File: config.mk
export PLATFORM = sky130hd
export DESIGN_NAME = swrs_sequencer
export DESIGN_NICKNAME = d
export VERILOG_FILES = /design/src/logic/swrs_pkg.sv /design/src/logic/swrs_counter.sv /design/src/logic/swrs_sequencer.sv /design/src/logic/swrs_sync.sv
export SDC_FILE = /design/constraint.sdc
export NUM_CORES = 1
export LEC_CHECK = 0
export BUFFER_PORTS_ARGS = -buffer_cell sky130_fd_sc_hd__buf_2
export CAP_MARGIN = 10
export CORE_ASPECT_RATIO = 0.8
export CORE_MARGIN = 5
export CORE_UTILIZATION = 53
export CTS_BUF_LIST = sky130_fd_sc_hd__clkbuf_4 sky130_fd_sc_hd__clkbuf_8
export CTS_CLUSTER_SIZE = 40
export DETAILED_ROUTE_END_ITERATION = 10
export PLACE_DENSITY = 0.78
export REMOVE_ABC_BUFFERS = 1
export SLEW_MARGIN = 20
export SYNTH_ARGS = -nofsm -noshare
export SYNTH_HDL_FRONTEND = slang
export SYNTH_SLANG_ARGS = --single-unit
File: constraint.sdc
create_clock -name mclk -period 5.7 [get_ports mclk]
set_input_delay 1.14 -clock mclk [delete_from_list [all_inputs] [get_ports mclk]]
set_output_delay 1.14 -clock mclk [all_outputs]
set_load 0.005 [all_outputs]
File: src/logic/swrs_pkg.sv
// Purpose: Shared constants and types for the warm reset sequencer.
// Assumes: mclk at 250 MHz; one half_clock_unit is half an mclk period.
// Notes: Times are kept in half clock units and turned into mclk cycles here.
package swrs_pkg;

    // Timing in half clock units, and the mclk cycles derived from them.
    localparam int HALF_UNITS_PER_CYCLE = 2;
    localparam int DETECT_TCL = 4;
    localparam int ENTRY_TCL = 12;
    localparam int SEQ_TCL = 1024;
    localparam int SAMPLE_TCL = 8;
    localparam int CLOSE_TCL = 3;
    localparam int DETECT_CYC = (DETECT_TCL + HALF_UNITS_PER_CYCLE - 1) / HALF_UNITS_PER_CYCLE;
    localparam int ENTRY_CYC = ENTRY_TCL / HALF_UNITS_PER_CYCLE;
    localparam int SEQ_CYC = SEQ_TCL / HALF_UNITS_PER_CYCLE;
    localparam int SAMPLE_CYC = SAMPLE_TCL / HALF_UNITS_PER_CYCLE;
    localparam int CLOSE_CYC = (CLOSE_TCL + HALF_UNITS_PER_CYCLE - 1) / HALF_UNITS_PER_CYCLE;

    // Phase counter.
    localparam int CNT_W = 10;
    localparam logic [CNT_W-1:0] ENTRY_LOAD = CNT_W'(ENTRY_CYC - 1);
    localparam logic [CNT_W-1:0] SEQ_LOAD = CNT_W'(SEQ_CYC - 1);
    localparam logic [CNT_W-1:0] SAMPLE_LOAD = CNT_W'(SAMPLE_CYC - 1);
    localparam logic [1:0] DETECT_LAST = 2'(DETECT_CYC - 1);
    localparam logic [1:0] CLOSE_LAST = 2'(CLOSE_CYC - 1);

    // Configuration port fields.
    localparam int CFG_W = 16;
    localparam int CLK_OPT_HI = 15;
    localparam int CLK_OPT_LO = 13;
    localparam int SW_LATCH_HI = 12;
    localparam int SW_LATCH_LO = 8;
    localparam int SW_SET_HI = 7;
    localparam int SW_SET_LO = 2;
    localparam logic [CFG_W-1:0] SYS_CONFIG_RESET = 16'h0000;

    // Restart point of instruction fetch.
    localparam logic [23:0] FETCH_START_ADDR = 24'h000000;

    // Synchroniser width and idle level of the sampled pins.
    localparam int SYNC_W = 20;
    localparam logic [SYNC_W-1:0] SYNC_INIT = 20'hfffff;

    typedef enum logic [6:0] {
        ST_IDLE = 7'h01,
        ST_ENTRY = 7'h02,
        ST_SEQ = 7'h04,
        ST_SAMPLE = 7'h08,
        ST_EXTEND = 7'h10,
        ST_ASYNC = 7'h20,
        ST_SPARE = 7'h40
    } swrs_state_type;

endpackage : swrs_pkg

File: src/logic/swrs_counter.sv
// Purpose: Loadable down counter that times the entry, sequence and sample phases.
// Assumes: A load of N-1 gives a phase of N cycles.
// Notes: Holds at zero until the next load.
`timescale 1ns/100ps
module swrs_counter (
    // Clock and reset.
    input wire logic mclk,
    input wire logic rst,
    // Load and status.
    input wire logic load,
    input wire logic [swrs_pkg::CNT_W-1:0] load_value,
    output logic done
);
    import swrs_pkg::*;

    typedef struct packed {
        logic [CNT_W-1:0] count;
    } swrs_counter_type;

    swrs_counter_type cur;
    swrs_counter_type next_cur;

    always_comb begin
        next_cur = cur;
        if (load) begin
            next_cur.count = load_value;
        end else if (cur.count != '0) begin
            next_cur.count = cur.count - 1'b1;
        end
    end

    always_ff @(posedge mclk) begin
        if (rst) begin
            cur.count <= '0;
        end else begin
            cur <= next_cur;
        end
    end

    assign done = (cur.count == '0);

endmodule : swrs_counter

File: src/logic/swrs_sequencer.sv
// Purpose: Warm reset sequencer: detection, entry window, internal sequence, exit.
// Assumes: Filtered reset, reset pin, mode pin and config port are asynchronous pins.
// Notes: The asynchronous reset is modelled on mclk, so it lags by the synchroniser.
//
// Overview of operation
// - Warm reset when reset low, mode pin high.
// - On request float I/O, drive reset out.
// - Twelve half units cancel holds, finish access.
// - Abort any running external bus cycle.
// - Pull-down only if enabled; clear enable after.
// - Run internal sequence of 1024 half units.
// - Sample filtered reset later: short or long.
// - Long reset opens clock option bits.
// - Close clock bits after filtered reset high.
// - Bidirectional pull-down held until sequence ends.
// - Extend until reset high and flash ready; here flash ready is only awaited for internal boot.
// - On exit latch config, idle the strobes.
// - Fetch restarts at address zero, segment zero.
// - Mode pin pull-down while reset pin low.
// - Mode pin low during hardware reset: asynchronous.
// - Asynchronous reset completes even if mode returns.
// - Software reset ignores the mode pin level.
// - Mode pin judged against filtered reset only.
// - Software reset instruction starts sequence anytime; here it is only taken in ST_IDLE.
// - Software reset latches 12..8, sets 7..2.
// - Software bidirectional drive only while mode high.
// - Asynchronous reset aborts, floats, pulls config high.
`timescale 1ns/100ps
module swrs_sequencer (
    // Clock and power-on reset.
    input wire logic mclk,
    input wire logic rst,
    // Reset pin, filtered reset and mode pin.
    input wire logic filtered_reset_n,
    input wire logic reset_in_n_i,
    output logic reset_in_n_o,
    output logic reset_in_n_oe,
    input wire logic reset_mode_pin,
    output logic reset_mode_pd_en,
    output logic reset_out_n,
    // Boot selection and configuration port.
    input wire logic external_access_sel_n,
    input wire logic flash_init_done,
    input wire logic [swrs_pkg::CFG_W-1:0] config_port,
    output logic config_pull_high,
    output logic clock_opt_transparent,
    output logic [swrs_pkg::CFG_W-1:0] system_config,
    // Software side.
    input wire logic software_reset_instr,
    input wire logic end_of_init,
    input wire logic bidir_write,
    input wire logic bidir_write_value,
    output logic bidir_reset_enable,
    // Core and bus control.
    output logic io_hiz,
    output logic cancel_holds,
    output logic abort_ext_cycle,
    output logic internal_reset,
    output logic ale,
    output logic rd_n,
    output logic write_strobe_n,
    output logic [23:0] fetch_addr,
    output logic fetch_start,
    // Reset flags.
    output logic short_reset_flag,
    output logic long_reset_flag,
    output logic async_reset_flag
);
    import swrs_pkg::*;

    typedef struct packed {
        swrs_state_type state;
        logic [1:0] low_cnt;
        logic [1:0] close_cnt;
        logic is_sw;
        logic bidir_armed;
        logic drive_level;
        logic pin_oe;
        logic mode_pd;
        logic out_n;
        logic pull_high;
        logic transparent;
        logic [CFG_W-1:0] sys_cfg;
        logic bidir_en;
        logic hiz;
        logic cancel;
        logic abort;
        logic int_reset;
        logic ale;
        logic rd_n;
        logic wr_n;
        logic [23:0] fetch_addr;
        logic fetch_start;
        logic short_flag;
        logic long_flag;
        logic async_flag;
    } swrs_seq_type;

    swrs_seq_type cur;
    swrs_seq_type next_cur;
    logic [SYNC_W-1:0] sync_out;
    logic flt_n;
    logic pin_n;
    logic mode;
    logic ext_sel_n;
    logic [CFG_W-1:0] cfg;
    logic cnt_load;
    logic [CNT_W-1:0] cnt_value;
    logic cnt_done;
    logic hw_req;
    logic hw_active;

    swrs_sync u_sync (
        .mclk(mclk),
        .rst(rst),
        .async_in({filtered_reset_n, reset_in_n_i, reset_mode_pin, external_access_sel_n, config_port}),
        .sync_out(sync_out)
    );

    assign {flt_n, pin_n, mode, ext_sel_n, cfg} = sync_out;

    swrs_counter u_counter (
        .mclk(mclk),
        .rst(rst),
        .load(cnt_load),
        .load_value(cnt_value),
        .done(cnt_done)
    );

    // Low must be seen on the filtered line at DETECT_CYC consecutive mclk edges.
    assign hw_req = !flt_n && (cur.low_cnt == DETECT_LAST);
    assign hw_active = !cur.is_sw && (cur.state != ST_IDLE) && (cur.state != ST_ASYNC);

    always_comb begin
        next_cur = cur;
        cnt_load = 1'b0;
        cnt_value = '0;
        next_cur.abort = 1'b0;
        next_cur.fetch_start = 1'b0;
        next_cur.low_cnt = (!flt_n && cur.low_cnt != DETECT_LAST) ? cur.low_cnt + 1'b1 : cur.low_cnt;
        if (flt_n) begin
            next_cur.low_cnt = '0;
        end
        unique case (cur.state)
            ST_IDLE: begin
                if (end_of_init) begin
                    next_cur.out_n = 1'b1;
                end
                if (bidir_write) begin
                    next_cur.bidir_en = bidir_write_value;
                end
                if (hw_req || software_reset_instr) begin
                    next_cur.out_n = 1'b0;
                    next_cur.hiz = 1'b1;
                    next_cur.int_reset = 1'b1;
                    next_cur.short_flag = 1'b0;
                    next_cur.long_flag = 1'b0;
                    next_cur.async_flag = 1'b0;
                    next_cur.is_sw = !hw_req;
                    next_cur.bidir_armed = cur.bidir_en;
                end
                if (hw_req && !mode) begin
                    next_cur.state = ST_ASYNC;
                    next_cur.async_flag = 1'b1;
                    next_cur.abort = 1'b1;
                    next_cur.pull_high = 1'b1;
                    next_cur.bidir_en = 1'b0;
                    next_cur.bidir_armed = 1'b0;
                end else if (hw_req || software_reset_instr) begin
                    next_cur.state = ST_ENTRY;
                    next_cur.abort = 1'b1;
                    next_cur.cancel = 1'b1;
                    cnt_load = 1'b1;
                    cnt_value = ENTRY_LOAD;
                end
            end
            ST_ENTRY: begin
                if (cnt_done) begin
                    next_cur.state = ST_SEQ;
                    next_cur.cancel = 1'b0;
                    cnt_load = 1'b1;
                    cnt_value = SEQ_LOAD;
                end
            end
            ST_SEQ: begin
                if (cnt_done) begin
                    next_cur.state = ST_SAMPLE;
                    next_cur.bidir_armed = 1'b0;
                    next_cur.bidir_en = 1'b0;
                    cnt_load = 1'b1;
                    cnt_value = SAMPLE_LOAD;
                end
            end
            ST_SAMPLE: begin
                if (cnt_done) begin
                    next_cur.state = ST_EXTEND;
                    next_cur.close_cnt = '0;
                    next_cur.short_flag = 1'b1;
                    if (!flt_n && !cur.is_sw) begin
                        next_cur.long_flag = 1'b1;
                        next_cur.transparent = 1'b1;
                    end
                end
            end
            ST_EXTEND: begin
                if (cur.transparent) begin
                    next_cur.sys_cfg[CLK_OPT_HI:CLK_OPT_LO] = cfg[CLK_OPT_HI:CLK_OPT_LO];
                    if (flt_n) begin
                        next_cur.close_cnt = cur.close_cnt + 1'b1;
                        if (cur.close_cnt == CLOSE_LAST) begin
                            next_cur.transparent = 1'b0;
                        end
                    end else begin
                        next_cur.close_cnt = '0;
                    end
                end else if (flt_n && (!ext_sel_n || flash_init_done)) begin
                    next_cur.state = ST_IDLE;
                    if (cur.is_sw) begin
                        next_cur.sys_cfg[SW_LATCH_HI:SW_LATCH_LO] = cfg[SW_LATCH_HI:SW_LATCH_LO];
                        next_cur.sys_cfg[SW_SET_HI:SW_SET_LO] = '1;
                    end else begin
                        next_cur.sys_cfg = cfg;
                    end
                    next_cur.ale = 1'b0;
                    next_cur.rd_n = 1'b1;
                    next_cur.wr_n = 1'b1;
                    next_cur.fetch_addr = FETCH_START_ADDR;
                    next_cur.fetch_start = 1'b1;
                    next_cur.int_reset = 1'b0;
                    next_cur.hiz = 1'b0;
                    next_cur.pull_high = 1'b0;
                    // An asynchronous turn inside the entry window would otherwise leave this set.
                    next_cur.cancel = 1'b0;
                    next_cur.is_sw = 1'b0;
                end
            end
            ST_ASYNC: begin
                // The asynchronous path waits for release, whatever the mode pin does.
                if (flt_n) begin
                    next_cur.state = ST_EXTEND;
                    next_cur.transparent = 1'b0;
                    next_cur.is_sw = 1'b0;
                end
            end
            default: begin
                next_cur.state = ST_IDLE;
            end
        endcase
        // A hardware warm reset whose mode pin falls while the filtered line is low turns asynchronous.
        if (hw_active && !flt_n && !mode) begin
            next_cur.state = ST_ASYNC;
            next_cur.async_flag = 1'b1;
            next_cur.abort = 1'b1;
            next_cur.hiz = 1'b1;
            next_cur.pull_high = 1'b1;
            next_cur.int_reset = 1'b1;
            next_cur.transparent = 1'b0;
            next_cur.bidir_armed = 1'b0;
            next_cur.bidir_en = 1'b0;
        end
        // Software drive is dropped for good once the mode pin goes low.
        if (cur.is_sw && !mode) begin
            next_cur.bidir_armed = 1'b0;
        end
        next_cur.drive_level = 1'b0;
        next_cur.pin_oe = next_cur.bidir_armed && (!next_cur.is_sw || mode);
        next_cur.mode_pd = !pin_n || next_cur.pin_oe;
    end

    always_ff @(posedge mclk) begin
        if (rst) begin
            cur <= '0;
            cur.state <= ST_IDLE;
            cur.sys_cfg <= SYS_CONFIG_RESET;
            cur.rd_n <= 1'b1;
            cur.wr_n <= 1'b1;
            cur.fetch_addr <= FETCH_START_ADDR;
            cur.bidir_en <= 1'b0;
        end else begin
            cur <= next_cur;
        end
    end

    assign reset_in_n_o = cur.drive_level;
    assign reset_in_n_oe = cur.pin_oe;
    assign reset_mode_pd_en = cur.mode_pd;
    assign reset_out_n = cur.out_n;
    assign config_pull_high = cur.pull_high;
    assign clock_opt_transparent = cur.transparent;
    assign system_config = cur.sys_cfg;
    assign bidir_reset_enable = cur.bidir_en;
    assign io_hiz = cur.hiz;
    assign cancel_holds = cur.cancel;
    assign abort_ext_cycle = cur.abort;
    assign internal_reset = cur.int_reset;
    assign ale = cur.ale;
    assign rd_n = cur.rd_n;
    assign write_strobe_n = cur.wr_n;
    assign fetch_addr = cur.fetch_addr;
    assign fetch_start = cur.fetch_start;
    assign short_reset_flag = cur.short_flag;
    assign long_reset_flag = cur.long_flag;
    assign async_reset_flag = cur.async_flag;

endmodule : swrs_sequencer

File: src/logic/swrs_sync.sv
// Purpose: Two flip-flop synchroniser for pins entering the mclk domain.
// Assumes: Each bit is an independent level.
// Notes: The first stage feeds only the second stage.
`timescale 1ns/100ps
module swrs_sync (
    // Clock and reset.
    input wire logic mclk,
    input wire logic rst,
    // Pins in and synchronised levels out.
    input wire logic [swrs_pkg::SYNC_W-1:0] async_in,
    output logic [swrs_pkg::SYNC_W-1:0] sync_out
);
    import swrs_pkg::*;

    typedef struct packed {
        logic [SYNC_W-1:0] stage1;
        logic [SYNC_W-1:0] stage2;
    } swrs_sync_type;

    swrs_sync_type cur;
    swrs_sync_type next_cur;

    always_comb begin
        next_cur.stage1 = async_in;
        next_cur.stage2 = cur.stage1;
    end

    always_ff @(posedge mclk) begin
        if (rst) begin
            cur.stage1 <= SYNC_INIT;
            cur.stage2 <= SYNC_INIT;
        end else begin
            cur <= next_cur;
        end
    end

    assign sync_out = cur.stage2;

endmodule : swrs_sync

==> impl_metrics.csv <==
group,metric,value,unit
logic_synthesis,synth_top_area_share,47.60,%
logic_synthesis,synth_cells,429,
timing,grt_setup_unrepaired,"no",
power_and_ir_drop,fin_total_pwr,1465,µW
clocking,ctsResizeCount,0,
clocking,post_cts_buffers,0,
global_route,antenna_found_initial,0,
flow_run,max_cap_violations,0,
timing,max_freq,386.5,MHz
final_layout,antenna_cells,0,
global_route,grt_pass1_vias,2616,
hold_path,hold_path_depth,1,
timing,relSlewSlack,33.16,%
route,wl,7.621,mm
final_layout,drive_gt1_share,25.60,%
worst_setup_path,path_class,"register to register",
final_layout,areaGrowthSynthToFinish,6.832,%
route,vias_per_cell,5.241,
timing,setup_tns,0,ps
placed_design,pre_cts_ws,3044,ps
worst_setup_path,critPathCaptureType,"register",
clocking,h-tree-depth,3,
logic_synthesis,yosysMostFrequentCell,"dfxtp_1",
logic_synthesis,yosys-top-cells-area,"dfxtp_1 (48%), buf_4 (8.8%), or2_2 (6.9%), a21oi_1 (3.9%), nor3_1 (3.0%)",
timing,slew_violations,0,
die,ioPinCount,85,
worst_setup_path,critical_path.max_fanout,14,
status,status,"finished, final reports clean",
route,drtPass1Iterations,5,
clocking,cts_max_path_buffers,2,
clocking,numCtsBuffers,9,
timing,setup_violations,0,
logic_synthesis,syn_area_per_cell,8.922,µm²
timing,post-route-period-util,45.39,%
logic_synthesis,async_flop_share,0,%
placed_design,globalplace.congestion,0.8885,
global_route,grt-ovfl-total,0,
clocking,clk_latency,350,ps
worst_setup_path,crit_required,5950,ps
worst_setup_path,cp-start-kind,"register",
clocking,root_buffer,"clkbuf_8",
logic_synthesis,yosysWarnings,0,
global_route,grt_first_pass_wirelength,12.50,mm
logic_synthesis,synth_edf_count,0,
logic_synthesis,ys_seq_area_share,47.60,%
route,vias,2872,
logic_synthesis,ys_seq_elements,91,
worst_setup_path,r2r_slack,3110,ps
global_route,grt_max_degree,52,
hold_path,hold_class,"register to register",
die,start_util,55.00,%
placed_design,place_hpwl,5.231,mm
power_and_ir_drop,vdd_drop_max,0.2126,mV
die,core_area,6959,µm²
logic_synthesis,synth_area,3827,µm²
die,die_area,9032,µm²
final_layout,nets,487,
die,fp.dieH,86.01,µm
die,rows,27,
die,die_w,105.0,µm
power_and_ir_drop,powerDensity,358.4,nW/µm²
worst_setup_path,crit_arrival,2840,ps
logic_synthesis,yosysTopAreaCell,"dfxtp_1",
route,drt_iter0_markers,231,
placed_design,io_buffers,56,
timing,period_needed,2587,ps
route,drcViolationCount,0,
timing,max_slew.worst_pin.slew,998.9,ps
timing,setup_ws,3113,ps
timing,clock_skew,6.406,ps
clocking,hold_buffers,0,
clocking,cts.sinks,91,
power_and_ir_drop,p_leak,0.001704,µW
route,avgRoutedWirePerCell,13.91,µm
global_route,grt_use_total,17.01,%
route,ant_nets,0,
clocking,cts_tree,"yes",
logic_synthesis,synth_commonest_cells,"dfxtp_1 (91), buf_4 (45), or2_2 (42)",
logic_synthesis,synth_cell_types,50,
timing,hold_violations,0,
logic_synthesis,ys.flop_type,"dfxtp_1",
worst_setup_path,rr_worst_depth,7,
final_layout,final_util,58.76,%
clocking,path_clk_slew,90,ps
-- registers in the layout, indices dropped and copies added (netlist names) --
register	cells
u_counter.cur	10
system_config	16
async_reset_flag	1
io_hiz	1
u_sync.sync_out	20
reset_out_n	1
short_reset_flag	1
bidir_reset_enable	1
reset_mode_pd_en	1
reset_in_n_oe	1
config_pull_high	1
clock_opt_transparent	1
long_reset_flag	1
abort_ext_cycle	1
u_sync.cur	20
cur	12
cancel_holds	1
fetch_start	1
-- final cells by class --
type / count / area, µm²
clock buffers: 9 / 123.9
clock inverters: 6 / 75.07
fillers: 610 / 2870
inverters: 10 / 37.54
multi-input cells: 288 / 1634
flip-flops and latches: 91 / 1822
well taps: 87 / 108.9
repair buffers: 57 / 287.8
-- worst max-delay path, cell delays in order (launching register included) --
cell	delay, ps
dfxtp_1	350
inv_1	60
ha_1	170
nor3b_2	350
nand3_1	470
nor2b_1	380
or3_1	390
a221oi_1	310
-- per-layer routing --
metal,part of all wire [%],global-route usage (%),vias up
met5,0,0,-
met4,1.6,5.807,0
met3,9.0,5.944,13
met2,45,26.97,122
met1,45,21.66,1306
li1,-,-,1431
-- kinds of logic (layout without fill, tap and decap cells) --
| group | after synthesis | in the layout | synth area share (%) |
|---|---|---|---|
| adder cells (fa/ha/maj) | 3 | 3 | 0.9808 |
| AND/OR/NAND/NOR | 173 | 173 | 24.42 |
| flip-flops | 91 | 91 | 47.60 |
| buffers and inverters | 76 | 82 | 12.26 |
| multiplexers | 6 | 6 | 1.569 |
| other | 2 | 28 | 0.1962 |
| XOR/XNOR | 9 | 9 | 2.060 |
| AO/OA/AOI/OAI | 69 | 69 | 10.92 |
-- where the power goes --
group          switching, µW  total (µW)  internal (µW)  leakage [µW]
Sequential              46.9         733            686      0.000747
Clock                    229         435            206     0.0000978
Combinational            169         297            129      0.000860
-- layout by cell type (no fill, tap or decap), types with 4 or more instances in the layout --
| cell | synthesis | layout |
|---|---|---|
| dfxtp_1 | 91 | 91 |
| buf_2 | 6 | 56 |
| or2_2 | 42 | 42 |
| nor2_1 | 30 | 30 |
| a21oi_1 | 30 | 30 |
| conb_1 | 2 | 28 |
| nand2_1 | 27 | 27 |
| nor3_1 | 23 | 23 |
| o21ai_0 | 14 | 14 |
| nand3_1 | 11 | 11 |
| inv_1 | 10 | 10 |
| clkbuf_8 | 0 | 9 |
| nor2b_1 | 8 | 8 |
| xor2_1 | 6 | 6 |
| mux2i_1 | 6 | 6 |
| nand2b_1 | 5 | 5 |
| or3_1 | 5 | 5 |
| nor4_1 | 4 | 4 |
| and2_1 | 4 | 4 |
-- through the flow --
stage | hold WS, ps | instance area, µm² | std cells
5_1_grt | 423.7 | 4089 | 548
3_3_place_gp | 390.3 | 3890 | 533
2_1_floorplan | 389.5 | 3493 | 389
4_1_cts | 413.4 | 4089 | 548
6_report | 412.2 | 4089 | 548
3_5_place_dp | 392.8 | 3890 | 533
-- worst paths after layout --
path / endpoint / startpoint
worst max-delay path: bidir_reset_enable$_SDFFE_PP0P_ / u_counter.cur[0]$_SDFFE_PP0P_
worst min-delay path: u_sync.sync_out[14]$_SDFF_PP1_ / u_sync.cur[34]$_SDFF_PP1_
worst max register to register: bidir_reset_enable$_SDFFE_PP0P_ / u_counter.cur[0]$_SDFFE_PP0P_
worst min register to register: u_sync.sync_out[14]$_SDFF_PP1_ / u_sync.cur[34]$_SDFF_PP1_
Note: power is estimated with default switching activity, not from simulation.
